**config.mk**
```make
export PLATFORM = sky130hd
export DESIGN_NAME = wdf_watchdog
export DESIGN_NICKNAME = d
export VERILOG_FILES = /design/src/rtl/wdf_pkg.sv /design/src/rtl/wdf_watchdog.sv /design/src/rtl/wdf_fuse_mem.sv /design/src/rtl/wdf_rc_divider.sv
export SDC_FILE = /design/constraint.sdc
export NUM_CORES = 1
export LEC_CHECK = 0
export BUFFER_PORTS_ARGS = -buffer_cell sky130_fd_sc_hd__buf_4
export CAP_MARGIN = 20
export CORE_AREA = 2 2 131 133
export CTS_BUF_LIST = sky130_fd_sc_hd__clkbuf_16
export CTS_CLUSTER_DIAMETER = 40
export DETAILED_ROUTE_END_ITERATION = 10
export DIE_AREA = 0 0 133 135
export PLACE_DENSITY = 0.58
export SLEW_MARGIN = 20
export SYNTH_ARGS = -nofsm -noshare
export SYNTH_HDL_FRONTEND = slang
export SYNTH_SLANG_ARGS = --single-unit
```
**constraint.sdc**
```tcl
create_clock -name I_SYS_CLK -period 3.4 [get_ports I_SYS_CLK]
set_clock_uncertainty 0.1 [all_clocks]
set_input_delay 0.34 -clock I_SYS_CLK [delete_from_list [all_inputs] [get_ports I_SYS_CLK]]
set_output_delay 0.34 -clock I_SYS_CLK [all_outputs]
set_load 0.01 [all_outputs]
```
**src/rtl/wdf_pkg.sv**
```systemverilog
// package of constants and types for the watchdog with configuration fuses
package wdf_pkg;
    // ------------------------------------------------------------
    // register addresses
    // ------------------------------------------------------------
    localparam logic [21:0] ADDR_BUS_WIDTH_POWERUP_CONFIG = 22'h300002;
    localparam logic [21:0] ADDR_WATCHDOG_FUSE_CONFIG     = 22'h300003;
    localparam logic [21:0] ADDR_STACK_RESET_CONFIG       = 22'h300006;
    localparam logic [21:0] CONFIG_BASE                   = 22'h300000;
    localparam int          CONFIG_DEPTH                  = 8;
    // ------------------------------------------------------------
    // field positions
    // ------------------------------------------------------------
    localparam int BUS_WIDTH_SELECT_BIT      = 6;
    localparam int POWERUP_DELAY_DISABLE_BIT = 0;
    localparam int FUSE_WATCHDOG_ENABLE_BIT  = 0;
    localparam int FUSE_POSTSCALE_LSB        = 1;
    localparam int STACK_FAULT_RESET_BIT     = 0;
    localparam int STACK_RESERVED_BIT        = 7;
    localparam int SOFT_WATCHDOG_ENABLE_BIT  = 0;
    localparam int SOFT_POSTSCALE_LSB        = 1;
    localparam int POWERDOWN_STATUS_BIT      = 2;
    localparam int TIMEOUT_STATUS_BIT        = 3;
    // ------------------------------------------------------------
    // implemented bit masks and reset values
    // ------------------------------------------------------------
    localparam logic [7:0] MASK_BUS_WIDTH_POWERUP  = 8'h41;
    localparam logic [7:0] MASK_WATCHDOG_FUSE      = 8'h0F;
    localparam logic [7:0] MASK_STACK_RESET        = 8'h81;
    localparam logic [7:0] MASK_SOFT_CONTROL       = 8'h0F;
    localparam logic [7:0] RESET_SOFT_CONTROL      = 8'h00;
    localparam logic [7:0] UNPROG_BYTE             = 8'hFF;
    localparam logic [2:0] POSTSCALE_MAX_LOG2      = 3'h7;
    // ------------------------------------------------------------
    // timing
    // ------------------------------------------------------------
    localparam int BASE_PERIOD_CYCLES = 2304;
    localparam int RC_DIVIDE          = 4;
    localparam int POWERUP_DELAY_CYC  = 1024;
    // ------------------------------------------------------------
    // states
    // ------------------------------------------------------------
    typedef enum logic [1:0]
    {
        WDF_RUN   = 2'b00,
        WDF_SLEEP = 2'b01,
        WDF_RESET = 2'b11
    } wdf_state_type;
endpackage : wdf_pkg

```
**src/rtl/wdf_watchdog.sv**
```systemverilog
// watchdog timer with configuration bytes and software control register
`timescale 1ns/1ps
`default_nettype none
// Notes on behaviour
// - bus width bit 6 high gives 16-bit external bus, low gives 8-bit.
// - power-up delay bit 0 high disables the power-up timer, low enables it.
// - fuse postscale code 000 gives 1:128, halving per step to 1:1.
// - fuse enable high runs watchdog; low hands control to software enable.
// - stack fault bit high lets full or underflow stack reset the device.
// - unimplemented bits of configuration bytes and control register read zero.
// - watchdog runs from its own free oscillator, also during sleep.
// - time-out while running resets the device, flagged as watchdog reset.
// - time-out while asleep wakes the device without reset.
// - every time-out clears the time-out status bit.
// - fuse-enabled watchdog cannot be disabled; software register ignored then.
// - with fuse disabled, software enable bit starts and stops the watchdog.
// - software postscale code 111 gives 1:128, down to 1:1 for 000.
// - postscale from fuse field when fuse-enabled, else from software field.
// - fuse-enabled with default fuse postscale (unprogrammed 111) applies 1:1.
// - clear instruction or sleep resets watchdog counter and postscaler.
// - clear with prescaler assigned zeroes count, keeps assignment.
// - software control register is read-write with enable and postscale.
// - entering sleep clears power-down status and sets time-out status.
module wdf_watchdog
    import wdf_pkg::*;
#(
    parameter int BASE_CYCLES = wdf_pkg::BASE_PERIOD_CYCLES,
    parameter int RC_DIV      = wdf_pkg::RC_DIVIDE,
    parameter int POWERUP_DELAY_TIMER_CYCLES = wdf_pkg::POWERUP_DELAY_CYC
) (
    // clock and reset
    input  wire logic        I_SYS_CLK,
    input  wire logic        I_RESETN,
    // configuration table read and program port
    input  wire logic        i_cfg_rd,
    input  wire logic        i_cfg_wr,
    input  wire logic [21:0] i_cfg_addr,
    input  wire logic [7:0]  i_cfg_wdata,
    output logic      [7:0]  o_cfg_rdata,
    output logic             o_cfg_rvalid,
    // software control register port
    input  wire logic        i_ctl_wr,
    input  wire logic [7:0]  i_ctl_wdata,
    output logic      [7:0]  o_ctl_rdata,
    // cpu events
    input  wire logic        i_clear_watchdog_instr,
    input  wire logic        i_sleep_instr,
    input  wire logic        i_prescaler_assigned,
    input  wire logic        i_stack_fault,
    input  wire logic        i_status_clear,
    // device effects
    output logic             o_bus_width_select,
    output logic             o_powerup_delay_active,
    output logic             o_watchdog_reset,
    output logic             o_stack_reset,
    output logic             o_wake,
    output logic             o_sleeping,
    output logic             o_prescaler_clear,
    output logic             o_timeout_status,
    output logic             o_powerdown_status,
    output logic             o_running
);
    import wdf_pkg::*;

    // ------------------------------------------------------------
    // configuration byte storage
    // ------------------------------------------------------------
    logic [7:0]  fuse_rdata;
    logic [2:0]  fuse_idx;
    logic [7:0]  bwp_r;
    logic [7:0]  wdf_r;
    logic [7:0]  stk_r;
    logic        rd_pend_r;
    logic [2:0]  rd_idx_r;
    logic [1:0]  load_r;

    wire         in_cfg = (i_cfg_addr[21:3] == CONFIG_BASE[21:3]);
    assign fuse_idx     = load_r == 2'd0 ? ADDR_BUS_WIDTH_POWERUP_CONFIG[2:0]
                        : load_r == 2'd1 ? ADDR_WATCHDOG_FUSE_CONFIG[2:0]
                        : load_r == 2'd2 ? ADDR_STACK_RESET_CONFIG[2:0]
                        : i_cfg_addr[2:0];

    wdf_fuse_mem #(.DEPTH(CONFIG_DEPTH), .AW(3)) u_mem (
        .i_clk    (I_SYS_CLK),
        .i_resetn (I_RESETN),
        .i_we     (i_cfg_wr && in_cfg),
        .i_waddr  (i_cfg_addr[2:0]),
        .i_wdata  (i_cfg_wdata),
        .i_raddr  (fuse_idx),
        .o_rdata  (fuse_rdata)
    );

    // mask a configuration byte to its implemented bits
    function automatic logic [7:0] cfg_mask(input logic [2:0] idx, input logic [7:0] d);
        logic [7:0] m;
        m = 8'h00;
        if (idx == ADDR_BUS_WIDTH_POWERUP_CONFIG[2:0])
            m = MASK_BUS_WIDTH_POWERUP;
        else if (idx == ADDR_WATCHDOG_FUSE_CONFIG[2:0])
            m = MASK_WATCHDOG_FUSE;
        else if (idx == ADDR_STACK_RESET_CONFIG[2:0])
            m = MASK_STACK_RESET;
        return d & m;
    endfunction : cfg_mask

    // ------------------------------------------------------------
    // fuse shadow load after reset, then table reads
    // ------------------------------------------------------------
    always_ff @(posedge I_SYS_CLK or negedge I_RESETN)
    begin
        if (!I_RESETN)
        begin
            load_r       <= 2'd0;
            bwp_r        <= 8'h00;
            wdf_r        <= 8'h00;
            stk_r        <= 8'h00;
            rd_pend_r    <= 1'b0;
            rd_idx_r     <= 3'h0;
            o_cfg_rdata  <= 8'h00;
            o_cfg_rvalid <= 1'b0;
        end
        else
        begin
            if (load_r != 2'd3)
                load_r <= load_r + 2'd1;
            if (load_r == 2'd1)
                bwp_r <= fuse_rdata & MASK_BUS_WIDTH_POWERUP;
            if (load_r == 2'd2)
                wdf_r <= fuse_rdata & MASK_WATCHDOG_FUSE;
            if (load_r == 2'd3 && !stk_r[STACK_RESERVED_BIT])
                stk_r <= fuse_rdata & MASK_STACK_RESET;
            rd_pend_r    <= i_cfg_rd && in_cfg && load_r == 2'd3;
            rd_idx_r     <= i_cfg_addr[2:0];
            o_cfg_rvalid <= rd_pend_r;
            o_cfg_rdata  <= rd_pend_r ? cfg_mask(rd_idx_r, fuse_rdata) : 8'h00;
        end
    end

    // ------------------------------------------------------------
    // decoded configuration
    // ------------------------------------------------------------
    logic [7:0]  soft_ctl_r;
    wire         fuse_en   = wdf_r[FUSE_WATCHDOG_ENABLE_BIT];
    wire  [2:0]  fuse_ps   = wdf_r[FUSE_POSTSCALE_LSB +: 3];
    wire  [2:0]  soft_ps   = soft_ctl_r[SOFT_POSTSCALE_LSB +: 3];
    wire         soft_en   = soft_ctl_r[SOFT_WATCHDOG_ENABLE_BIT];
    wire         wdt_en    = fuse_en | soft_en;
    // fuse: 000 -> 2^7, soft: 111 -> 2^7
    wire  [2:0]  ps_log2   = fuse_en ? (POSTSCALE_MAX_LOG2 - fuse_ps)
                                     : soft_ps;
    wire         cfg_ready = (load_r == 2'd3);

    // ------------------------------------------------------------
    // software control register
    // ------------------------------------------------------------
    always_ff @(posedge I_SYS_CLK or negedge I_RESETN)
    begin
        if (!I_RESETN)
            soft_ctl_r <= RESET_SOFT_CONTROL;
        else if (i_ctl_wr)
            soft_ctl_r <= i_ctl_wdata & MASK_SOFT_CONTROL;
    end

    // ------------------------------------------------------------
    // watchdog base counter and postscaler on oscillator ticks
    // ------------------------------------------------------------
    logic        rc_tick;
    logic [15:0] base_r;
    logic [7:0]  post_r;
    wdf_state_type state_r;

    wdf_rc_divider #(.DIVIDE(RC_DIV)) u_rc (
        .i_clk    (I_SYS_CLK),
        .i_resetn (I_RESETN),
        .o_tick   (rc_tick)
    );

    wire         run       = wdt_en && cfg_ready && state_r != WDF_RESET;
    wire         clr       = i_clear_watchdog_instr || (i_sleep_instr && state_r == WDF_RUN);
    wire         base_wrap = rc_tick && base_r == 16'(BASE_CYCLES - 1);
    wire  [7:0]  post_last = (8'h01 << ps_log2) - 8'h01;
    wire         timeout   = run && !clr && base_wrap && post_r >= post_last;

    always_ff @(posedge I_SYS_CLK or negedge I_RESETN)
    begin
        if (!I_RESETN)
        begin
            base_r <= 16'h0000;
            post_r <= 8'h00;
        end
        else if (clr || !run || timeout)
        begin
            base_r <= 16'h0000;
            post_r <= 8'h00;
        end
        else if (rc_tick)
        begin
            base_r <= base_wrap ? 16'h0000 : base_r + 16'h0001;
            if (base_wrap)
                post_r <= post_r + 8'h01;
        end
    end

    // ------------------------------------------------------------
    // run, sleep and reset sequencing with status bits
    // ------------------------------------------------------------
    logic [15:0] powerup_delay_timer_r;
    wire         stack_hit = i_stack_fault && stk_r[STACK_FAULT_RESET_BIT] && cfg_ready;

    always_ff @(posedge I_SYS_CLK or negedge I_RESETN)
    begin
        if (!I_RESETN)
        begin
            state_r            <= WDF_RUN;
            o_watchdog_reset   <= 1'b0;
            o_stack_reset      <= 1'b0;
            o_wake             <= 1'b0;
            o_sleeping         <= 1'b0;
            o_prescaler_clear  <= 1'b0;
            o_timeout_status   <= 1'b1;
            o_powerdown_status <= 1'b1;
        end
        else
        begin
            o_wake            <= 1'b0;
            o_watchdog_reset  <= 1'b0;
            o_stack_reset     <= stack_hit;
            o_prescaler_clear <= i_clear_watchdog_instr && i_prescaler_assigned;
            case (state_r)
                WDF_RUN:
                begin
                    if (timeout)
                    begin
                        state_r          <= WDF_RESET;
                        o_watchdog_reset <= 1'b1;
                        o_timeout_status <= 1'b0;
                    end
                    else if (i_sleep_instr)
                    begin
                        state_r            <= WDF_SLEEP;
                        o_sleeping         <= 1'b1;
                        o_powerdown_status <= 1'b0;
                        o_timeout_status   <= 1'b1;
                    end
                    else if (i_status_clear)
                    begin
                        o_timeout_status   <= 1'b1;
                        o_powerdown_status <= 1'b1;
                    end
                end
                WDF_SLEEP:
                begin
                    if (timeout)
                    begin
                        state_r          <= WDF_RUN;
                        o_sleeping       <= 1'b0;
                        o_wake           <= 1'b1;
                        o_timeout_status <= 1'b0;
                    end
                end
                default:
                begin
                    state_r    <= WDF_RUN;
                    o_sleeping <= 1'b0;
                end
            endcase
        end
    end

    // ------------------------------------------------------------
    // power-up delay and static option outputs
    // ------------------------------------------------------------
    always_ff @(posedge I_SYS_CLK or negedge I_RESETN)
    begin
        if (!I_RESETN)
        begin
            powerup_delay_timer_r                 <= 16'h0000;
            o_powerup_delay_active <= 1'b1;
            o_bus_width_select     <= 1'b0;
            o_ctl_rdata            <= 8'h00;
            o_running              <= 1'b0;
        end
        else
        begin
            o_bus_width_select <= bwp_r[BUS_WIDTH_SELECT_BIT];
            o_ctl_rdata        <= soft_ctl_r;
            o_running          <= run;
            if (cfg_ready && powerup_delay_timer_r != 16'(POWERUP_DELAY_TIMER_CYCLES))
                powerup_delay_timer_r <= powerup_delay_timer_r + 16'h0001;
            o_powerup_delay_active <= !cfg_ready ||
                (!bwp_r[POWERUP_DELAY_DISABLE_BIT] && powerup_delay_timer_r != 16'(POWERUP_DELAY_TIMER_CYCLES));
        end
    end
endmodule : wdf_watchdog
`default_nettype wire

```
**src/rtl/wdf_fuse_mem.sv**
```systemverilog
// small configuration byte memory with registered read data
`timescale 1ns/1ps
`default_nettype none
module wdf_fuse_mem #(
    parameter int DEPTH = 8,
    parameter int AW    = 3
) (
    // clock and reset
    input  wire logic          i_clk,
    input  wire logic          i_resetn,
    // programming port
    input  wire logic          i_we,
    input  wire logic [AW-1:0] i_waddr,
    input  wire logic [7:0]    i_wdata,
    // read port
    input  wire logic [AW-1:0] i_raddr,
    output logic      [7:0]    o_rdata
);
    // unprogrammed bytes read all ones; contents survive a device reset
    logic [7:0] mem_r [DEPTH] = '{default: 8'hFF};

    // ------------------------------------------------------------
    // storage, kept out of reset so programmed bytes persist
    // ------------------------------------------------------------
    always_ff @(posedge i_clk)
    begin
        if (i_we)
            mem_r[i_waddr] <= i_wdata;
    end

    // ------------------------------------------------------------
    // registered read data
    // ------------------------------------------------------------
    always_ff @(posedge i_clk or negedge i_resetn)
    begin
        if (!i_resetn)
            o_rdata <= 8'h00;
        else
            o_rdata <= mem_r[i_raddr];
    end
endmodule : wdf_fuse_mem
`default_nettype wire

```
**src/rtl/wdf_rc_divider.sv**
```systemverilog
// divider that stands in for the free-running watchdog oscillator
`timescale 1ns/1ps
`default_nettype none
module wdf_rc_divider #(
    parameter int DIVIDE = 4
) (
    // clock and reset
    input  wire logic i_clk,
    input  wire logic i_resetn,
    // tick out
    output logic      o_tick
);
    logic [15:0] cnt_r;
    wire         wrap = (cnt_r == 16'(DIVIDE - 1));

    // ------------------------------------------------------------
    // free running, no enable or clear input
    // ------------------------------------------------------------
    always_ff @(posedge i_clk or negedge i_resetn)
    begin
        if (!i_resetn)
        begin
            cnt_r  <= 16'h0000;
            o_tick <= 1'b0;
        end
        else
        begin
            cnt_r  <= wrap ? 16'h0000 : cnt_r + 16'h0001;
            o_tick <= wrap;
        end
    end
endmodule : wdf_rc_divider
`default_nettype wire

```
==> results.txt <==
status - finished, final reports clean
ratio of cells with drive above 1 in the final layout - 24.43%
GPL Wtd Cong - 0.7520
critical path arrival - 3340 ps
vias - 4174
Layout Utilization - 48.72%
critical path data required time - 3600 ps
Worst setup EP type - flop
core region area - 16410 um2
Post-route DRC - 0
CTS Buf Count - 17
IO Port Bufs - 62
area grow syn2layout - 22.04%
LEAKAGE - 3.366 nW
Tot GR Track Use - 14.96%
sequential area share after synthesis - 61.80%
final std cells w/o fill - 830
Std-Cell Rows - 47
diodes inserted - 0
placed cell count - 792
Primary FF master, synth - dfrtp_1
Compound-Gate Fraction of Synth Area - 3.668%
antenna-violating nets left - 0
Die X - 133 um
H-tree Lvls - 4
largest net degree at the start of global routing - 64
FFs w/ async S/R, synth - 68.42%
Post-Layout Inst Area - 7994 um2
Post-Synth Adder-Cell Area - 3.438%
fin crit share - 92.47%
total gr overflow - 0
Worst setup SP type - flop
placed cell area - 7355 um2
CTS tree - built
Worst Setup SP - wdf_r[0]
DIE HEIGHT - 135 um
Peak supply drop - 0.0003684 V
pwr/cell area - 491.7 nW/um2
I/O pins - 75
Setup Crit Path Kind - reg -> reg
Longest Clk Path Bufs - 2
fillers - 1473
f_max - 318.1 MHz
fin worst setup slack - 256.1 ps
Post-DP HPWL - 8577 um
MaxCap Viol Count - 0
Num Clock Sinks - 152
initial antenna violation count - 0
drt wl/cell - 14.88 um
Starting Density - 39.92%
number of synthesized register bits - 152
largest family of logic cells by synthesized area - simple AND/OR/NAND/NOR gates
worst skew pair latency - 420 ps
hold path start - i_prescaler_assigned
Yosys cell types - 47
HP Class - in -> reg
Worst Path Max Fanout - 8
clock transition time at the flip-flop clock pins of the worst setup and hold paths - 60 ps
R2R Path Start - wdf_r[0]
setup violators final - 0
fin. max-slew vios - 0
pre-CTS setup slack - 60.93 ps
initial drt markers - 210
crit path time final - 3144 ps
synth warn - 0
Final Hold Fails - 0
Slew HR - 46.01%
Worst Max-Slew Pin Slew - 809.9 ps
EDFF count, synth - 48
first-pass GRT wire length - 20930 um
1st-pass router iterations - 5
DR vias/cell - 5.029
Cells after Synth - 505
die area - 17960 um2
synthesized area - 6550 um2
vias in the first global route - 4258
XOR/XNOR Fraction of Synth Area - 6.953%
Total Power - 3.930 mW
mux contribution to synthesized area - 7.221%
Syn Area/Cell - 12.97 um2
post-synthesis simple-gate area fraction - 14.75%
final net count - 663
final WL - 12350 um
root buffer cell - clkbuf_16
[cell type report]
cell class / instances / area, um2 / share of cell area [%]
flip-flops and latches: 152 / 4049 / 50.65
multi-input cells: 331 / 2399 / 30.00
repair buffers: 84 / 653.1 / 8.170
clock buffers: 17 / 425.4 / 5.322
well taps: 220 / 275.3 / 3.443
clock inverters: 15 / 151.4 / 1.894
inverters: 11 / 41.29 / 0.5165
[registers in the layout (all words and copies together) (netlist names), 6 cells and up]
signal                 count
u_rc.cnt_r                16
base_r                    16
u_mem.mem_r               48
o_cfg_rdata                6
u_mem.o_rdata              6
powerup_delay_timer_r     16
post_r                     8
[critical path, stage by stage, from the launching register on]
cell and delay [ps]:
dfrtp_2 470, nor2_1 130, a21oi_1 100, or3_1 440, ha_1 260, xor2_1 170
nor2_1 100, a21oi_1 60, ha_1 280, nand2_1 60, nor2_1 140, a31oi_2 170
nor3_4 200, mux2_2 350
[cells in the final DEF (no fill, tap or decap), types with 6 or more instances in the layout]
| master | netlist | routed |
|---|---|---|
| o21ai_0 | 9 | 8 |
| a21oi_1 | 15 | 15 |
| clkbuf_16 | 0 | 17 |
| inv_1 | 11 | 13 |
| nand2b_1 | 6 | 6 |
| ha_1 | 18 | 18 |
| nand4_1 | 17 | 17 |
| conb_1 | 2 | 7 |
| mux4_2 | 12 | 12 |
| nand3_1 | 15 | 15 |
| buf_4 | 6 | 79 |
| nor3_1 | 10 | 10 |
| mux2_2 | 18 | 18 |
| nand2_1 | 33 | 33 |
| nor4_1 | 9 | 8 |
| and2_1 | 7 | 7 |
| nor2_1 | 52 | 52 |
| xnor2_1 | 31 | 31 |
| edfxtp_1 | 48 | 48 |
| dfrtp_1 | 101 | 100 |
| xor2_1 | 21 | 21 |
| and3_1 | 12 | 12 |
[what timing repair did]
action                                  CTS  global route
buffers inserted                          0             2
hold endpoints to repair                 62             0
hold buffers                              4             0
endpoints found under the setup margin    0            12
gates resized for setup                   0             3
[Yosys cell counts, types with 2 or more instances]
cell type	count	area [um2]
nand3_1	15	75.07
buf_4	6	45.04
and4_1	3	26.28
o21ai_0	9	45.04
mux4_2	12	270.3
nor4b_1	3	26.28
nand4_1	17	106.4
dfstp_2	3	78.83
mux2_2	18	202.7
nand2b_1	6	37.54
buf_2	3	15.01
inv_1	11	41.29
or4_1	3	22.52
nand2_1	33	123.9
conb_1	2	7.510
xnor2_1	31	271.5
nor3b_1	3	22.52
ha_1	18	225.2
nor2_1	52	195.2
clkbuf_1	6	22.52
nor3_1	10	50.05
edfxtp_1	48	1441
nand3b_1	4	30.03
dfrtp_1	101	2527
nor4_1	9	56.30
a21oi_1	15	75.07
and2_1	7	43.79
xor2_1	21	183.9
and3_1	12	75.07
o2111ai_1	5	43.79
a211oi_1	3	22.52
[per-layer routing]
layer	share of wire, %	routed length [um]	track usage [%]
met1	46	5707	19.68
met2	49	6015	24.24
met3	3.3	412	3.416
met4	1.8	217	5.914
met5	0	0	0
[cells by family after synthesis]
logic type / after synthesis
compound gates: 39
xor+xnor: 52
fa+ha+maj: 18
buf+inv: 27
flops: 152
mux: 30
other cells: 2
simple gates: 185
[where the power goes]
group	leakage [nW]	internal, mW	switching [mW]
registers	1.76	1.91	0.0148
logic	1.33	0.0862	0.0917
clock network	0.282	1.08	0.741
[stage by stage]
| step | hold WS [ps] | setup TNS [ps] |
|---|---|---|
| after global routing | 28.68 | -0.3597 |
| after detailed placement | 277.6 | 0 |
| after floorplan | -55.59 | 0 |
| after CTS | 35.85 | 0 |
| after global placement | 263.1 | 0 |
| final | 45.86 | 0 |
[path summary, 6_finish.rpt]
kind,to,slack [ps],cells after the start
hold reg to reg,o_bus_width_select,280,0
max in group asynchronous,wdf_r[0],2020,3
setup / recovery,state_r[0],260,13
setup reg to reg,state_r[0],260,13
hold / removal,o_prescaler_clear,50,2
min in group asynchronous,post_r[6],460,2
Note: power is estimated with default switching activity, not from simulation.
